[config.mk]
export PLATFORM = sky130hd
export DESIGN_NAME = nsef_regs
export DESIGN_NICKNAME = d
export VERILOG_FILES = /design/src/nsef_dummy_unused_guard.v /design/src/nsef_fifo.v /design/src/nsef_ecc_sum.v /design/src/nsef_regs.v
export VERILOG_INCLUDE_DIRS = /design/src
export SDC_FILE = /design/constraint.sdc
export NUM_CORES = 1
export LEC_CHECK = 0
export ABC_CLOCK_PERIOD_IN_PS = 6070
export BUFFER_PORTS_ARGS = -buffer_cell sky130_fd_sc_hd__buf_2
export CORE_MARGIN = 2
export CORE_UTILIZATION = 50
export DETAILED_ROUTE_END_ITERATION = 6
export PLACE_DENSITY = 0.68
export SETUP_SLACK_MARGIN = 0.05
export SYNTH_ARGS = -nofsm -noshare
export SYNTH_HDL_FRONTEND = slang
export SYNTH_HIERARCHICAL = 1
export SYNTH_SLANG_ARGS = --single-unit
[constraint.sdc]
create_clock -name clk_i -period 6.07 [get_ports clk_i]
set_input_delay 0 -clock clk_i [delete_from_list [all_inputs] [get_ports clk_i]]
set_output_delay 0 -clock clk_i [all_outputs]
set_load 0.01 [all_outputs]
[src/nsef_defines.vh]
// Purpose: shared constants of the serial nand status, config and ecc report block
// Assumes: byte wide serial commands, sampled on the system clock
// Notes: opcodes, register offsets, field positions and reset values
`ifndef NSEF_DEFINES_VH
`define NSEF_DEFINES_VH

// instruction opcodes
`define NSEF_OP_RESET     8'hFF
`define NSEF_OP_WREN      8'h06
`define NSEF_OP_WRDI      8'h04
`define NSEF_OP_RDSR      8'h0F
`define NSEF_OP_RDSR_ALT  8'h05
`define NSEF_OP_WRSR      8'h1F
`define NSEF_OP_WRSR_ALT  8'h01
`define NSEF_OP_PAGE_RD   8'h13
`define NSEF_OP_PROG_EXEC 8'h10
`define NSEF_OP_BLK_ERASE 8'hD8
`define NSEF_OP_READ      8'h03
`define NSEF_OP_JEDEC     8'h9F
`define NSEF_OP_EXT_RD    8'h7C
`define NSEF_OP_EXT_WR    8'h7D

// status register address groups (upper nibble)
`define NSEF_SR_PROT 4'hA
`define NSEF_SR_CFG  4'hB
`define NSEF_SR_STAT 4'hC

// extended ecc feature register offsets
`define NSEF_EXT_THRESHOLD 8'h10
`define NSEF_EXT_EXCEED    8'h20
`define NSEF_EXT_MAX       8'h30
`define NSEF_EXT_CNT_LOW   8'h40
`define NSEF_EXT_CNT_HIGH  8'h50

// config register fields and reset value
`define NSEF_CFG_ECC_EN    4
`define NSEF_CFG_READ_MODE 3
`define NSEF_CFG_HOLD_SUP  0
`define NSEF_CFG_RST       8'h18
`define NSEF_CFG_WMASK     8'h19

// status register field positions
`define NSEF_ST_BUSY   0
`define NSEF_ST_WL     1
`define NSEF_ST_EFAIL  2
`define NSEF_ST_PFAIL  3
`define NSEF_ST_ECC_LO 4

// threshold field, limits and buffer size
`define NSEF_THR_POS      4
`define NSEF_THR_RST      4'h4
`define NSEF_THR_MAX      4'h7
`define NSEF_FLIP_UNCORR  4'hF
`define NSEF_BUF_BYTES    12'h880
`define NSEF_FILL_BYTE    8'hFF

`endif

[src/nsef_dummy_unused_guard.v]
// Purpose: spare source slot of the status block
// Assumes: nothing
// Notes: holds no logic; the block lives in nsef_regs.v and its two helpers

[src/nsef_fifo.v]
// Purpose: byte fifo between the data buffer engine and the serial shifter
// Assumes: one clock, synchronous clear
// Notes: ready on the fill side comes from a flip-flop
module nsef_fifo #(
  parameter WIDTH = 8,
  parameter DEPTH = 8,
  parameter AW = 3
) (
  // clock and reset
  input wire clk_i,
  input wire srst_i,
  input wire clear_i,
  // fill side
  input wire [WIDTH-1:0] in_data_i,
  input wire in_valid_i,
  output reg in_ready_o,
  // drain side
  output wire [WIDTH-1:0] out_data_o,
  output wire out_valid_o,
  input wire out_ready_i
);
  reg [WIDTH-1:0] mem [0:DEPTH-1];
  reg [AW-1:0] wr_ptr_reg;
  reg [AW-1:0] rd_ptr_reg;
  reg [AW:0] count_reg;
  wire push = in_valid_i & in_ready_o;
  wire pop = out_ready_i & out_valid_o;
  wire [AW:0] count_next = count_reg + {{AW{1'b0}}, push} - {{AW{1'b0}}, pop};

  assign out_valid_o = (count_reg != {(AW+1){1'b0}});
  assign out_data_o = mem[rd_ptr_reg];

  // storage write
  always @(posedge clk_i) begin
    if (push) begin
      mem[wr_ptr_reg] <= in_data_i;
    end
  end

  // pointers, fill level and registered ready
  always @(posedge clk_i) begin
    if (srst_i || clear_i) begin
      wr_ptr_reg <= {AW{1'b0}};
      rd_ptr_reg <= {AW{1'b0}};
      count_reg <= {(AW+1){1'b0}};
      in_ready_o <= 1'b1;
    end else begin
      if (push) begin
        wr_ptr_reg <= wr_ptr_reg + {{(AW-1){1'b0}}, 1'b1};
      end
      if (pop) begin
        rd_ptr_reg <= rd_ptr_reg + {{(AW-1){1'b0}}, 1'b1};
      end
      count_reg <= count_next;
      in_ready_o <= (count_next != DEPTH[AW:0]); // full stalls the source
    end
  end
endmodule

[src/nsef_ecc_sum.v]
// Purpose: summarise per-sector flip counts of a loaded page
// Assumes: four sectors, four-bit counts, all ones means uncorrected
// Notes: purely combinational, latched by the caller
`include "nsef_defines.vh"
module nsef_ecc_sum (
  // inputs
  input wire [15:0] counts_i,
  input wire [3:0] thr_i,
  // summary
  output wire [3:0] exceed_o,
  output reg [3:0] max_cnt_o,
  output reg [2:0] max_sec_o,
  output reg [1:0] status_o
);
  integer i;
  reg uncorr;
  reg over;

  // per-sector threshold compare
  genvar g;
  generate
    for (g = 0; g < 4; g = g + 1) begin : g_sec
      assign exceed_o[g] = (counts_i[4*g+3:4*g] >= thr_i);
    end
  endgenerate

  // maximum with lowest index on ties, then cumulative status
  always @* begin
    max_cnt_o = counts_i[3:0];
    max_sec_o = 3'h0;
    uncorr = 1'b0;
    over = 1'b0;
    for (i = 0; i < 4; i = i + 1) begin
      if (counts_i[4*i +: 4] > max_cnt_o) begin
        max_cnt_o = counts_i[4*i +: 4];
        max_sec_o = i[2:0];
      end
      if (counts_i[4*i +: 4] == `NSEF_FLIP_UNCORR) begin
        uncorr = 1'b1;
      end
      if (counts_i[4*i +: 4] > thr_i) begin
        over = 1'b1;
      end
    end
    if (uncorr) begin
      status_o = 2'h2;
    end else if (over) begin
      status_o = 2'h3;
    end else if (max_cnt_o != 4'h0) begin
      status_o = 2'h1;
    end else begin
      status_o = 2'h0;
    end
  end
endmodule

[src/nsef_regs.v]
// Purpose: status, configuration and ecc report logic behind the serial pins
// Assumes: serial mode 0 link much slower than clk_i, array engine on clk_i
// Notes: the array engine does correction and streaming; this block frames
`include "nsef_defines.vh"
module nsef_regs #(
  parameter [23:0] JEDEC_ID = 24'hA55A01 // arbitrary value
) (
  // clock and reset
  input wire clk_i,
  input wire srst_i,
  // serial pins
  input wire cs_n_i,
  input wire sclk_i,
  input wire mosi_i,
  input wire hold_n_i,
  output reg so_o,
  output reg so_oe_o,
  // array engine commands
  output reg load_req_o,
  output reg prog_req_o,
  output reg erase_req_o,
  output reg [15:0] page_addr_o,
  input wire page_locked_i,
  input wire op_done_i,
  input wire op_fail_i,
  input wire [15:0] flip_counts_i,
  output reg ecc_active_o,
  // buffer read stream
  output reg rd_req_o,
  output reg [15:0] rd_col_o,
  output reg rd_seq_o,
  output reg rd_stop_o,
  input wire [7:0] buf_data_i,
  input wire buf_valid_i,
  output wire buf_ready_o
);
  localparam S_OPC = 6'h01;
  localparam S_ARG = 6'h02;
  localparam S_WDATA = 6'h04;
  localparam S_OUT = 6'h08;
  localparam S_STREAM = 6'h10;
  localparam S_IGN = 6'h20;
  localparam K_LOAD = 2'h0;
  localparam K_PROG = 2'h1;
  localparam K_ERASE = 2'h2;

  reg [3:0] sync1_reg;
  reg [3:0] sync2_reg;
  reg sclk_prev_reg;
  reg cs_prev_reg;
  reg [5:0] state_reg;
  reg [2:0] bit_cnt_reg;
  reg [6:0] rx_sh_reg;
  reg [7:0] opc_reg;
  reg [15:0] arg_reg;
  reg [1:0] byte_cnt_reg;
  reg [6:0] tx_sh_reg;
  reg [1:0] out_idx_reg;
  reg out_en_reg;
  reg [11:0] remain_reg;
  reg exec_pend_reg;
  reg [7:0] cfg_reg;
  reg [3:0] thr_reg;
  reg busy_reg;
  reg boot_reg;
  reg [1:0] op_kind_reg;
  reg wl_reg;
  reg pfail_reg;
  reg efail_reg;
  reg [1:0] ecc_st_reg;
  reg [3:0] exceed_reg;
  reg [3:0] max_cnt_reg;
  reg [2:0] max_sec_reg;
  reg [15:0] counts_reg;
  reg [7:0] out_byte;

  wire cs_n = sync2_reg[0];
  wire sclk = sync2_reg[1];
  wire mosi = sync2_reg[2];
  wire hold_n = sync2_reg[3];
  wire hold_act = ~hold_n & ~cfg_reg[`NSEF_CFG_HOLD_SUP];
  wire sclk_rise = sclk & ~sclk_prev_reg & ~cs_n & ~hold_act;
  wire sclk_fall = ~sclk & sclk_prev_reg & ~cs_n & ~hold_act;
  wire cs_rise = cs_n & ~cs_prev_reg;
  wire byte_done = sclk_rise & (bit_cnt_reg == 3'h7);
  wire [7:0] rx_byte = {rx_sh_reg, mosi};
  wire load_slot = sclk_fall & (bit_cnt_reg == 3'h0);
  wire buf_end = ~rd_seq_o & (remain_reg == 12'h000);
  wire fifo_valid;
  wire [7:0] fifo_data;
  wire fifo_pop = load_slot & (state_reg == S_STREAM) & ~buf_end & fifo_valid;
  // next stream byte, fill pattern when the engine lags
  wire [7:0] next_byte = fifo_valid ? fifo_data : `NSEF_FILL_BYTE;
  wire [7:0] stat_byte = {2'h0, ecc_st_reg, pfail_reg, efail_reg, wl_reg, busy_reg};
  wire [3:0] sum_exceed;
  wire [3:0] sum_max_cnt;
  wire [2:0] sum_max_sec;
  wire [1:0] sum_status;

  // argument bytes that follow an opcode
  function [1:0] nsef_arg_len;
    input [7:0] opc;
    begin
      case (opc)
        `NSEF_OP_RDSR, `NSEF_OP_RDSR_ALT, `NSEF_OP_WRSR, `NSEF_OP_WRSR_ALT,
        `NSEF_OP_EXT_RD, `NSEF_OP_EXT_WR, `NSEF_OP_JEDEC: nsef_arg_len = 2'h1;
        `NSEF_OP_PAGE_RD, `NSEF_OP_PROG_EXEC, `NSEF_OP_BLK_ERASE,
        `NSEF_OP_READ: nsef_arg_len = 2'h3;
        default: nsef_arg_len = 2'h0;
      endcase
    end
  endfunction

  // instructions still served while busy
  function nsef_busy_ok;
    input [7:0] opc;
    begin
      nsef_busy_ok = (opc == `NSEF_OP_RDSR) || (opc == `NSEF_OP_RDSR_ALT) ||
        (opc == `NSEF_OP_JEDEC);
    end
  endfunction

  // stream fifo between buffer engine and shifter
  nsef_fifo #(
    .WIDTH(8),
    .DEPTH(8),
    .AW(3)
  ) u_fifo (
    .clk_i(clk_i),
    .srst_i(srst_i),
    .clear_i(cs_rise | rd_req_o), // drops bytes left over from a cut stream
    .in_data_i(buf_data_i),
    .in_valid_i(buf_valid_i),
    .in_ready_o(buf_ready_o),
    .out_data_o(fifo_data),
    .out_valid_o(fifo_valid),
    .out_ready_i(fifo_pop)
  );

  // page flip summary
  nsef_ecc_sum u_sum (
    .counts_i(flip_counts_i),
    .thr_i(thr_reg),
    .exceed_o(sum_exceed),
    .max_cnt_o(sum_max_cnt),
    .max_sec_o(sum_max_sec),
    .status_o(sum_status)
  );

  // pin synchronisers and edge history
  always @(posedge clk_i) begin
    if (srst_i) begin
      sync1_reg <= 4'h9;
      sync2_reg <= 4'h9;
      sclk_prev_reg <= 1'b0;
      cs_prev_reg <= 1'b1;
    end else begin
      sync1_reg <= {hold_n_i, mosi_i, sclk_i, cs_n_i};
      sync2_reg <= sync1_reg;
      sclk_prev_reg <= sclk;
      cs_prev_reg <= cs_n;
    end
  end

  // byte presented to the host in register and id reads
  always @* begin
    out_byte = 8'h00;
    case (opc_reg)
      `NSEF_OP_EXT_RD: begin
        case (arg_reg[7:0])
          `NSEF_EXT_THRESHOLD: out_byte = {thr_reg, 4'h0};
          `NSEF_EXT_EXCEED: out_byte = {4'h0, exceed_reg};
          `NSEF_EXT_MAX: out_byte = {max_cnt_reg, 1'b0, max_sec_reg};
          `NSEF_EXT_CNT_LOW: out_byte = counts_reg[7:0];
          `NSEF_EXT_CNT_HIGH: out_byte = counts_reg[15:8];
          default: out_byte = 8'h00;
        endcase
      end
      `NSEF_OP_JEDEC: begin
        case (out_idx_reg)
          2'h0: out_byte = JEDEC_ID[23:16];
          2'h1: out_byte = JEDEC_ID[15:8];
          default: out_byte = JEDEC_ID[7:0];
        endcase
      end
      default: begin
        case (arg_reg[7:4])
          `NSEF_SR_CFG: out_byte = cfg_reg;
          `NSEF_SR_STAT: out_byte = stat_byte;
          default: out_byte = 8'h00;
        endcase
      end
    endcase
  end

  // command framing, registers and array operation tracking
  always @(posedge clk_i) begin
    if (srst_i) begin
      state_reg <= S_OPC;
      bit_cnt_reg <= 3'h0;
      rx_sh_reg <= 7'h00;
      opc_reg <= 8'h00;
      arg_reg <= 16'h0000;
      byte_cnt_reg <= 2'h0;
      tx_sh_reg <= 7'h00;
      out_idx_reg <= 2'h0;
      out_en_reg <= 1'b0;
      remain_reg <= 12'h000;
      exec_pend_reg <= 1'b0;
      cfg_reg <= `NSEF_CFG_RST;
      thr_reg <= `NSEF_THR_RST;
      busy_reg <= 1'b1;
      boot_reg <= 1'b1;
      op_kind_reg <= K_LOAD;
      wl_reg <= 1'b0;
      pfail_reg <= 1'b0;
      efail_reg <= 1'b0;
      ecc_st_reg <= 2'h0;
      exceed_reg <= 4'h0;
      max_cnt_reg <= 4'h0;
      max_sec_reg <= 3'h0;
      counts_reg <= 16'h0000;
      so_o <= 1'b0;
      so_oe_o <= 1'b0;
      load_req_o <= 1'b0;
      prog_req_o <= 1'b0;
      erase_req_o <= 1'b0;
      page_addr_o <= 16'h0000;
      ecc_active_o <= 1'b0;
      rd_req_o <= 1'b0;
      rd_col_o <= 16'h0000;
      rd_seq_o <= 1'b0;
      rd_stop_o <= 1'b0;
    end else begin
      load_req_o <= 1'b0;
      prog_req_o <= 1'b0;
      erase_req_o <= 1'b0;
      rd_req_o <= 1'b0;
      rd_stop_o <= 1'b0;
      // correction only in buffer mode
      ecc_active_o <= cfg_reg[`NSEF_CFG_ECC_EN] & cfg_reg[`NSEF_CFG_READ_MODE];
      so_oe_o <= out_en_reg & ~cs_n & ~hold_act;
      // boot load of page zero
      if (boot_reg) begin
        boot_reg <= 1'b0;
        load_req_o <= 1'b1;
        page_addr_o <= 16'h0000;
        op_kind_reg <= K_LOAD;
      end
      // array operation finished
      if (op_done_i && busy_reg && !boot_reg) begin
        busy_reg <= 1'b0;
        case (op_kind_reg)
          K_LOAD: begin
            if (ecc_active_o) begin
              ecc_st_reg <= sum_status;
              exceed_reg <= sum_exceed;
              max_cnt_reg <= sum_max_cnt;
              max_sec_reg <= sum_max_sec;
              counts_reg <= flip_counts_i;
            end else begin
              ecc_st_reg <= 2'h0;
              exceed_reg <= 4'h0;
              max_cnt_reg <= 4'h0;
              max_sec_reg <= 3'h0;
              counts_reg <= 16'h0000;
            end
          end
          K_PROG: pfail_reg <= pfail_reg | op_fail_i;
          default: efail_reg <= efail_reg | op_fail_i;
        endcase
      end
      // receive side
      if (sclk_rise) begin
        bit_cnt_reg <= bit_cnt_reg + 3'h1;
        rx_sh_reg <= rx_byte[6:0];
      end
      if (byte_done) begin
        case (state_reg)
          S_OPC: begin
            opc_reg <= rx_byte;
            byte_cnt_reg <= 2'h0;
            if (busy_reg && !nsef_busy_ok(rx_byte)) begin
              state_reg <= S_IGN;
            end else if (nsef_arg_len(rx_byte) != 2'h0) begin
              state_reg <= S_ARG;
            end else begin
              state_reg <= S_IGN;
              case (rx_byte)
                `NSEF_OP_WREN: wl_reg <= 1'b1;
                `NSEF_OP_WRDI: wl_reg <= 1'b0;
                `NSEF_OP_RESET: begin
                  pfail_reg <= 1'b0;
                  efail_reg <= 1'b0;
                  ecc_st_reg <= 2'h0;
                end
                default: wl_reg <= wl_reg;
              endcase
            end
          end
          S_ARG: begin
            arg_reg <= {arg_reg[7:0], rx_byte};
            byte_cnt_reg <= byte_cnt_reg + 2'h1;
            out_idx_reg <= 2'h0;
            if (byte_cnt_reg == nsef_arg_len(opc_reg) - 2'h1) begin
              case (opc_reg)
                `NSEF_OP_WRSR, `NSEF_OP_WRSR_ALT, `NSEF_OP_EXT_WR: state_reg <= S_WDATA;
                `NSEF_OP_PAGE_RD, `NSEF_OP_PROG_EXEC, `NSEF_OP_BLK_ERASE: begin
                  page_addr_o <= {arg_reg[7:0], rx_byte};
                  exec_pend_reg <= 1'b1;
                  state_reg <= S_IGN;
                end
                `NSEF_OP_READ: begin
                  state_reg <= S_STREAM;
                  rd_req_o <= 1'b1;
                  rd_seq_o <= ~cfg_reg[`NSEF_CFG_READ_MODE];
                  if (cfg_reg[`NSEF_CFG_READ_MODE]) begin
                    rd_col_o <= arg_reg;
                    remain_reg <= (arg_reg < {4'h0, `NSEF_BUF_BYTES}) ?
                      (`NSEF_BUF_BYTES - arg_reg[11:0]) : 12'h000;
                  end else begin
                    rd_col_o <= 16'h0000;
                    remain_reg <= 12'h000;
                  end
                end
                default: state_reg <= S_OUT;
              endcase
            end
          end
          S_WDATA: begin
            state_reg <= S_IGN;
            if (opc_reg == `NSEF_OP_EXT_WR) begin
              if (arg_reg[7:0] == `NSEF_EXT_THRESHOLD &&
                  rx_byte[7:4] != 4'h0 && rx_byte[7:4] <= `NSEF_THR_MAX) begin
                thr_reg <= rx_byte[7:4];
              end
            end else if (arg_reg[7:4] == `NSEF_SR_CFG) begin
              cfg_reg <= rx_byte & `NSEF_CFG_WMASK;
            end
          end
          S_OUT, S_STREAM, S_IGN: state_reg <= state_reg;
          default: state_reg <= S_IGN;
        endcase
      end
      // transmit side, one bit per falling edge
      if (sclk_fall && (state_reg == S_OUT || state_reg == S_STREAM)) begin
        if (!load_slot) begin
          so_o <= tx_sh_reg[6];
          tx_sh_reg <= {tx_sh_reg[5:0], 1'b0};
        end else if (state_reg == S_OUT) begin
          so_o <= out_byte[7];
          tx_sh_reg <= out_byte[6:0];
          out_en_reg <= 1'b1;
          if (out_idx_reg != 2'h3) begin
            out_idx_reg <= out_idx_reg + 2'h1;
          end
        end else if (buf_end) begin
          out_en_reg <= 1'b0;
        end else begin
          so_o <= next_byte[7];
          tx_sh_reg <= next_byte[6:0];
          out_en_reg <= 1'b1;
          if (!rd_seq_o) begin
            remain_reg <= remain_reg - 12'h001;
          end
        end
      end
      // end of frame: execute array commands, stop streams
      if (cs_rise) begin
        state_reg <= S_OPC;
        bit_cnt_reg <= 3'h0;
        out_en_reg <= 1'b0;
        exec_pend_reg <= 1'b0;
        if (state_reg == S_STREAM) begin
          rd_stop_o <= 1'b1;
        end
        if (exec_pend_reg) begin
          case (opc_reg)
            `NSEF_OP_PAGE_RD: begin
              wl_reg <= 1'b0;
              ecc_st_reg <= 2'h0;
              busy_reg <= 1'b1;
              op_kind_reg <= K_LOAD;
              load_req_o <= 1'b1;
            end
            `NSEF_OP_PROG_EXEC: begin
              wl_reg <= 1'b0;
              if (page_locked_i || !wl_reg) begin
                pfail_reg <= 1'b1;
              end else begin
                pfail_reg <= 1'b0;
                busy_reg <= 1'b1;
                op_kind_reg <= K_PROG;
                prog_req_o <= 1'b1;
              end
            end
            default: begin
              wl_reg <= 1'b0;
              if (page_locked_i || !wl_reg) begin
                efail_reg <= 1'b1;
              end else begin
                efail_reg <= 1'b0;
                busy_reg <= 1'b1;
                op_kind_reg <= K_ERASE;
                erase_req_o <= 1'b1;
              end
            end
          endcase
        end
      end
    end
  end
endmodule

==> impl_metrics.yaml, run 1 <==
setup_path:
  rr_endpoint: "remain_reg[1]"
  r2r_cells: 7
  cp_num_buf_inv: 3
  cp-end-kind: "flip-flop"
  arrival_ns: 5.91
  worstSetupStartpointType: "input pin"
  crit-reg2reg-launch: "cfg_reg[0]"
  crit_path_max_incr_delay_ns: 0.52
  worst-endpoint-required_ns: 6.52
  crit_slowest_cell: "dlygate4sd3_1"
  crit_family: "compound AO/OA/AOI/OAI gates"
  rrSetupSlack_ns: 2.65
  crit_type: "input pin to flip-flop"
  critPathMaxFanout: 13
  setup.worst_path.start: "flip_counts_i[1]"
cells_and_area:
  largest_reg_flops: 64
  largest_register: "u_fifo/mem"
  n_fill_cell: 2081
  nets: 1412
  drive_gt1_share_pct: 14.3
  num_antenna_cells: 0
  final_area_mm2: 0.0135
  area_delta_synth_final_pct: 14.2
routing:
  wl_mm: 29.3
  drt-wirelength-per-cell_um: 17.5
  first_pass_iters: 6
  first_iter_violations: 844
  vias: 9597
  drcViolationCount: 0
  ant_nets: 0
  viasPerCell: 5.74
place:
  gp_congestion: 0.878
  dpl_cell_area_mm2: 0.0124
  hpwl_mm: 20.0
  port_buffers: 75
floorplanning:
  die_area_mm2: 0.0250
  coreArea_mm2: 0.0234
  die_height_um: 158
  start_util_pct: 50.7
  die_w_um: 158
  num_rows: 56
  ios: 76
sta:
  clock-skew-final_ns: 0.0101
  finalHoldViolCount: 0
  max_freq_mhz: 183
  setup_viol: 0
  tightestPinTransition_ns: 1.19
  slew_headroom_pct: 20.8
  tns_ns: 0
  drv_slew: 0
  period_share_pct: 90.0
  grt_setup_unrepaired: "false"
  post-route-min-period_ns: 5.46
synth:
  yosysTopAreaCellShare_pct: 29.2
  synth_ff_type: "dfxtp_1"
  synth_fp_nets: 1341
  synth_area_mm2: 0.0119
  yosysWarnings: 6
  synth.area.top_cells: "dfxtp_1, edfxtp_1, nand2_1"
  syn_avg_cell_area_um2: 9.38
  synthArstFlopShare_pct: 0
  synth-seq-cells: 237
  yosysSeqAreaShare_pct: 45.4
  synth_edf_count: 64
  synth_top_area_cell: "dfxtp_1"
  netlist_instances: 1264
  ys_types: 92
clock_tree:
  cts.clk_slew.worst_paths_ns: 0.06
  cts_setup_buffers: 0
  ctsResizeCount: 0
  insertion_delay_ns: 0.52
  cts.sinks: 237
  htreeDepth: 1
  clock-root-buffer: "clkbuf_16"
  cts.path.max_buffers: 3
  cts_tree: "done"
  holdBufCountCts: 34
  numCtsBuffers: 26
global_routing:
  grt_max_degree: 88
  grt_first_pass_wirelength_mm: 47.7
  grt_overflow: 0
  grt_usage_pct: 23.8
  grt_pass1_vias: 9027
  antenna_found_initial: 0
power:
  power.leakage_nw: 4.89
  peakVddDrop_mv: 0.223
  powerDensity_mw_per_mm2: 265
worst_hold_path:
  hp-class: "input pin to flip-flop"
  hp-start: "cs_n_i"
  hold_path_end: "sync1_reg[0]"
  holdPathStages: 3
outcome:
  status: "completed"
run:
  cap_violations: 0
-- report_power, final --
part / switching [mW] / internal, mW
Clock: 0.612 / 0.917
Sequential: 0.0231 / 1.67
Combinational: 0.222 / 0.150
Total: 0.858 / 2.74
-- Yosys cell counts, drive strengths merged (14+ instances only) --
library cell  count
nor4             17
clkbuf           58
a211oi           16
nand2           172
nand4            18
ha               42
inv              40
a21oi           128
or3b             17
nor2b            18
buf              24
nor3             26
o21ai            32
dfxtp           173
nand2b           14
edfxtp           64
nand3            73
mux4             16
nor2             94
-- routing by layer --
layer / part of all wire [%] / global-route usage (%)
met5: 0 / 0
met4: 2.0 / 6.26
met3: 4.4 / 2.41
met2: 46 / 37.4
met1: 48 / 35.0
-- metrics by stage --
| stage | setup slack [ns] | hold WS (ns) | std cells | utilization [%] | power, mW |
|---|---|---|---|---|---|
| after CTS | 0.651 | 0.177 | 1671 | 57.9 | 3.62 |
| after detailed placement | 0.695 | 0.189 | 1592 | 52.9 | 2.08 |
| after global routing | 0.116 | 0.223 | 1671 | 57.9 | 3.73 |
| final | 0.610 | 0.206 | 1671 | 57.9 | 3.59 |
| after floorplan | 1.69 | 0.0277 | 1264 | - | 1.98 |
| after global placement | 0.758 | 0.195 | 1592 | 52.9 | 2.07 |
-- worst register-to-register path, stage by stage (launching register included) --
cell	delay, ns
dfxtp_1	0.40
o21bai_1	0.17
nor3b_2	0.18
buf_4	0.29
nand3_1	0.69
a211oi_1	1.18
a221oi_1	0.19
a211oi_1	0.25
-- worst max-delay path by stage --
| stage | to | slack, ns | depth (start not counted) |
|---|---|---|---|
| floorplan | ecc_st_reg[0] | 1.69 | 26 |
| global placement | ecc_st_reg[0] | 0.76 | 25 |
| detailed placement | ecc_st_reg[0] | 0.70 | 25 |
| CTS | ecc_st_reg[0] | 0.65 | 26 |
| global route | ecc_st_reg[0] | 0.12 | 26 |
| finish | ecc_st_reg[0] | 0.61 | 26 |
-- cells in the final DEF, fill, tap and decap left out, types with 23 or more instances in the layout --
master	count
a21oi_1	125
dlygate4sd3_1	34
nor3_1	23
clkbuf_16	27
buf_2	74
o21ai_0	27
edfxtp_1	64
nand3_1	73
nand2_1	172
nor2_1	94
dfxtp_1	173
ha_1	42
inv_1	40
-- logic make-up after synthesis --
kind of cell,after synthesis,share of synthesized area [%]
AND/OR/NAND/NOR,522,22.5
AO/OA/AOI/OAI,277,15.6
flip-flops,237,45.4
buffers and inverters,122,4.58
adder cells (fa/ha/maj),43,4.60
multiplexers,40,5.65
XOR/XNOR,22,1.62
other,1,0.0316
-- layout make-up --
| cell class | instances | area, um^2 | area share, % |
|---|---|---|---|
| multi-input combinational | 905 | 5940 | 43.9 |
| sequential | 237 | 5390 | 39.8 |
| timing repair buffer | 125 | 838 | 6.19 |
| clock buffer | 36 | 729 | 5.39 |
| tap | 319 | 399 | 2.95 |
| inverter | 40 | 150 | 1.11 |
| clock inverter | 9 | 95.1 | 0.702 |
Power figures use the tool's default switching activity.
==> inputs of run 2 (changes only) <==
ABC_AREA = 1   (was not set)
==> impl_metrics.yaml, run 2 <==
outcome:
  status: "completed"
setup_path:
  worst-endpoint-required_ns: 6.45
  crit_slowest_cell: "dlygate4sd3_1"
  cpMostUsedCell: "nand2_1"
  setup.worst_path.start: "flip_counts_i[1]"
  cp-end-kind: "flip-flop"
  rrSetupSlack_ns: 2.30
  crit_type: "input pin to flip-flop"
  worstSetupStartpointType: "input pin"
  crit_path_max_incr_delay_ns: 0.52
  critPathMaxFanout: 9
  crit-reg2reg-launch: "cfg_reg[0]"
  arrival_ns: 4.32
synth:
  synth_fp_nets: 1722
  ys_types: 57
  yosysWarnings: 6
  synth_compound_area_share_pct: 12.1
  synth.area.top_cells: "dfxtp_1, edfxtp_1, nand2_1"
  synth_top_family_by_area: "simple AND/OR/NAND/NOR gates"
  syn_avg_cell_area_um2: 7.44
  yosysSeqAreaShare_pct: 44.0
  yosys.area_share.simple_pct: 29.4
  synth_ff_type: "dfxtp_1"
  synth-xor-area-share_pct: 0.715
  synthMuxAreaShare_pct: 0
  synth_area_mm2: 0.0122
  synth-seq-cells: 237
  synthAdderAreaFrac_pct: 4.45
  synth_edf_count: 64
  yosysMostFrequentCell: "nand2_1"
  ys_top_cells_by_count: "nand2_1, inv_1, dfxtp_1, a21oi_1, nor2_1"
  synthArstFlopShare_pct: 0
  yosysTopAreaCellShare_pct: 28.3
  synth_top_area_cell: "dfxtp_1"
  netlist_instances: 1645
cells_and_area:
  most-common-layout-cells: "nand2_1, inv_1, dfxtp_1, a21oi_1, nor2_1"
  largest_register: "u_fifo/mem"
  register_area_mm2: 0.00539
  num_antenna_cells: 0
  multi_input_area_mm2: 0.00573
  fin_util_pct: 57.4
  largest_reg_flops: 64
  n_fill_cell: 2246
  area_delta_synth_final_pct: 13.4
  final_common_cell: "nand2_1"
  final_area_mm2: 0.0139
  nets: 1806
  drive_gt1_share_pct: 12.1
floorplanning:
  coreArea_mm2: 0.0242
  die_area_mm2: 0.0258
  ios: 76
  start_util_pct: 50.7
  die_w_um: 161
  die_height_um: 161
  num_rows: 57
clock_tree:
  cts.clk_slew.worst_paths_ns: 0.06
  cts.sinks: 237
  insertion_delay_ns: 0.53
  ctsResizeCount: 0
  numCtsBuffers: 26
  cts_setup_buffers: 0
  cts_tree: "done"
  htreeDepth: 1
  clock-root-buffer: "clkbuf_16"
  cts.path.max_buffers: 3
sta:
  slew_headroom_pct: 25.1
  tightestPinTransition_ns: 1.12
  post-route-min-period_ns: 3.94
  grt_setup_unrepaired: "false"
  period_share_pct: 65.0
  clock-skew-final_ns: 0.0168
  finalHoldViolCount: 0
  max_freq_mhz: 254
  drv_slew: 0
  setup_viol: 0
  tns_ns: 0
global_routing:
  antenna_found_initial: 0
  grt_first_pass_wirelength_mm: 50.1
  grt_usage_pct: 23.6
  grt_max_degree: 58
  grt_pass1_vias: 10060
  grt_overflow: 0
routing:
  first_pass_iters: 5
  drcViolationCount: 0
  ant_nets: 0
  wl_mm: 30.5
  drt-wirelength-per-cell_um: 14.7
  vias: 10748
  viasPerCell: 5.18
  first_iter_violations: 616
power:
  power.leakage_nw: 6.09
  powerDensity_mw_per_mm2: 258
  power_mw: 3.59
  peakVddDrop_mv: 0.328
worst_hold_path:
  hp-start: "hold_n_i"
  hp-class: "input pin to flip-flop"
place:
  gp_congestion: 0.872
  dpl_cell_area_mm2: 0.0127
  hpwl_mm: 21.5
  port_buffers: 75
run:
  cap_violations: 0
-- run 2: cell types whose count changed in the layout (fill, tap and decap cells not counted), sizes merged, moves of 14 or more --
cell	delta
nor2	+55
nand3	+55
nor2b	-18
nand2b	-14
mux4	-16
inv	+163
or3b	-17
o21ai	+64
nand2	+290
-- run 2: worst max-delay path, delay by kind of cell --
family                   cells  cell delay, ns
AO/OA/AOI/OAI                4            0.58
AND/OR/NAND/NOR             19            1.84
buffers and inverters        7            0.98
adder cells (fa/ha/maj)      3            0.90
-- run 2: report_power, final --
part	internal, mW	total, mW	switching (mW)
Combinational	0.138	0.385	0.247
Clock	0.896	1.51	0.616
Sequential	1.67	1.69	0.0212
-- run 2: path summary, 6_finish.rpt --
kind / endpoint / depth (start not counted)
worst min-delay path: sync1_reg[3] / 3
worst max register to register: u_fifo/in_ready_o / 14
worst max-delay path: ecc_st_reg[0] / 33
worst min register to register: sync2_reg[2] / 2
-- run 2: final cells by class --
| class | instances | share of cell area (%) |
|---|---|---|
| clock buffer | 41 | 5.46 |
| clock inverter | 7 | 0.451 |
| inverter | 204 | 5.57 |
| multi-input combinational | 1144 | 41.3 |
| sequential | 237 | 38.8 |
| tap | 324 | 2.92 |
| timing repair buffer | 116 | 5.57 |
-- run 2: kinds of logic (layout without fill, tap and decap cells) --
logic type      count (synthesis)  in the layout
simple gates                  814            814
compound gates                276            276
buf+inv                       264            368
flops                         237            237
fa+ha+maj                      43             43
xor+xnor                       10             10
other cells                     1              1
-- run 2: metrics by stage --
stage	instances	hold slack, ns	setup slack, ns
floorplan	1645	0.0277	2.77
global placement	1989	0.187	2.32
detailed placement	1989	0.189	2.15
CTS	2073	0.215	2.16
global route	2073	0.230	1.65
finish	2073	0.223	2.13
-- run 2: routing by layer --
metal  routed length [um]  GRT usage, %  share of wire, %
met1                13700          30.8                45
met2                14600          40.9                48
met3                 1480          2.92               4.9
met5                    0             0                 0
met4                  780          7.29               2.6
-- run 2: timing repair --
| action | in CTS | in global routing |
|---|---|---|
| endpoints found under the setup margin | 0 | 0 |
| endpoints found under the hold margin | 99 | 0 |
| hold buffers | 36 | 0 |
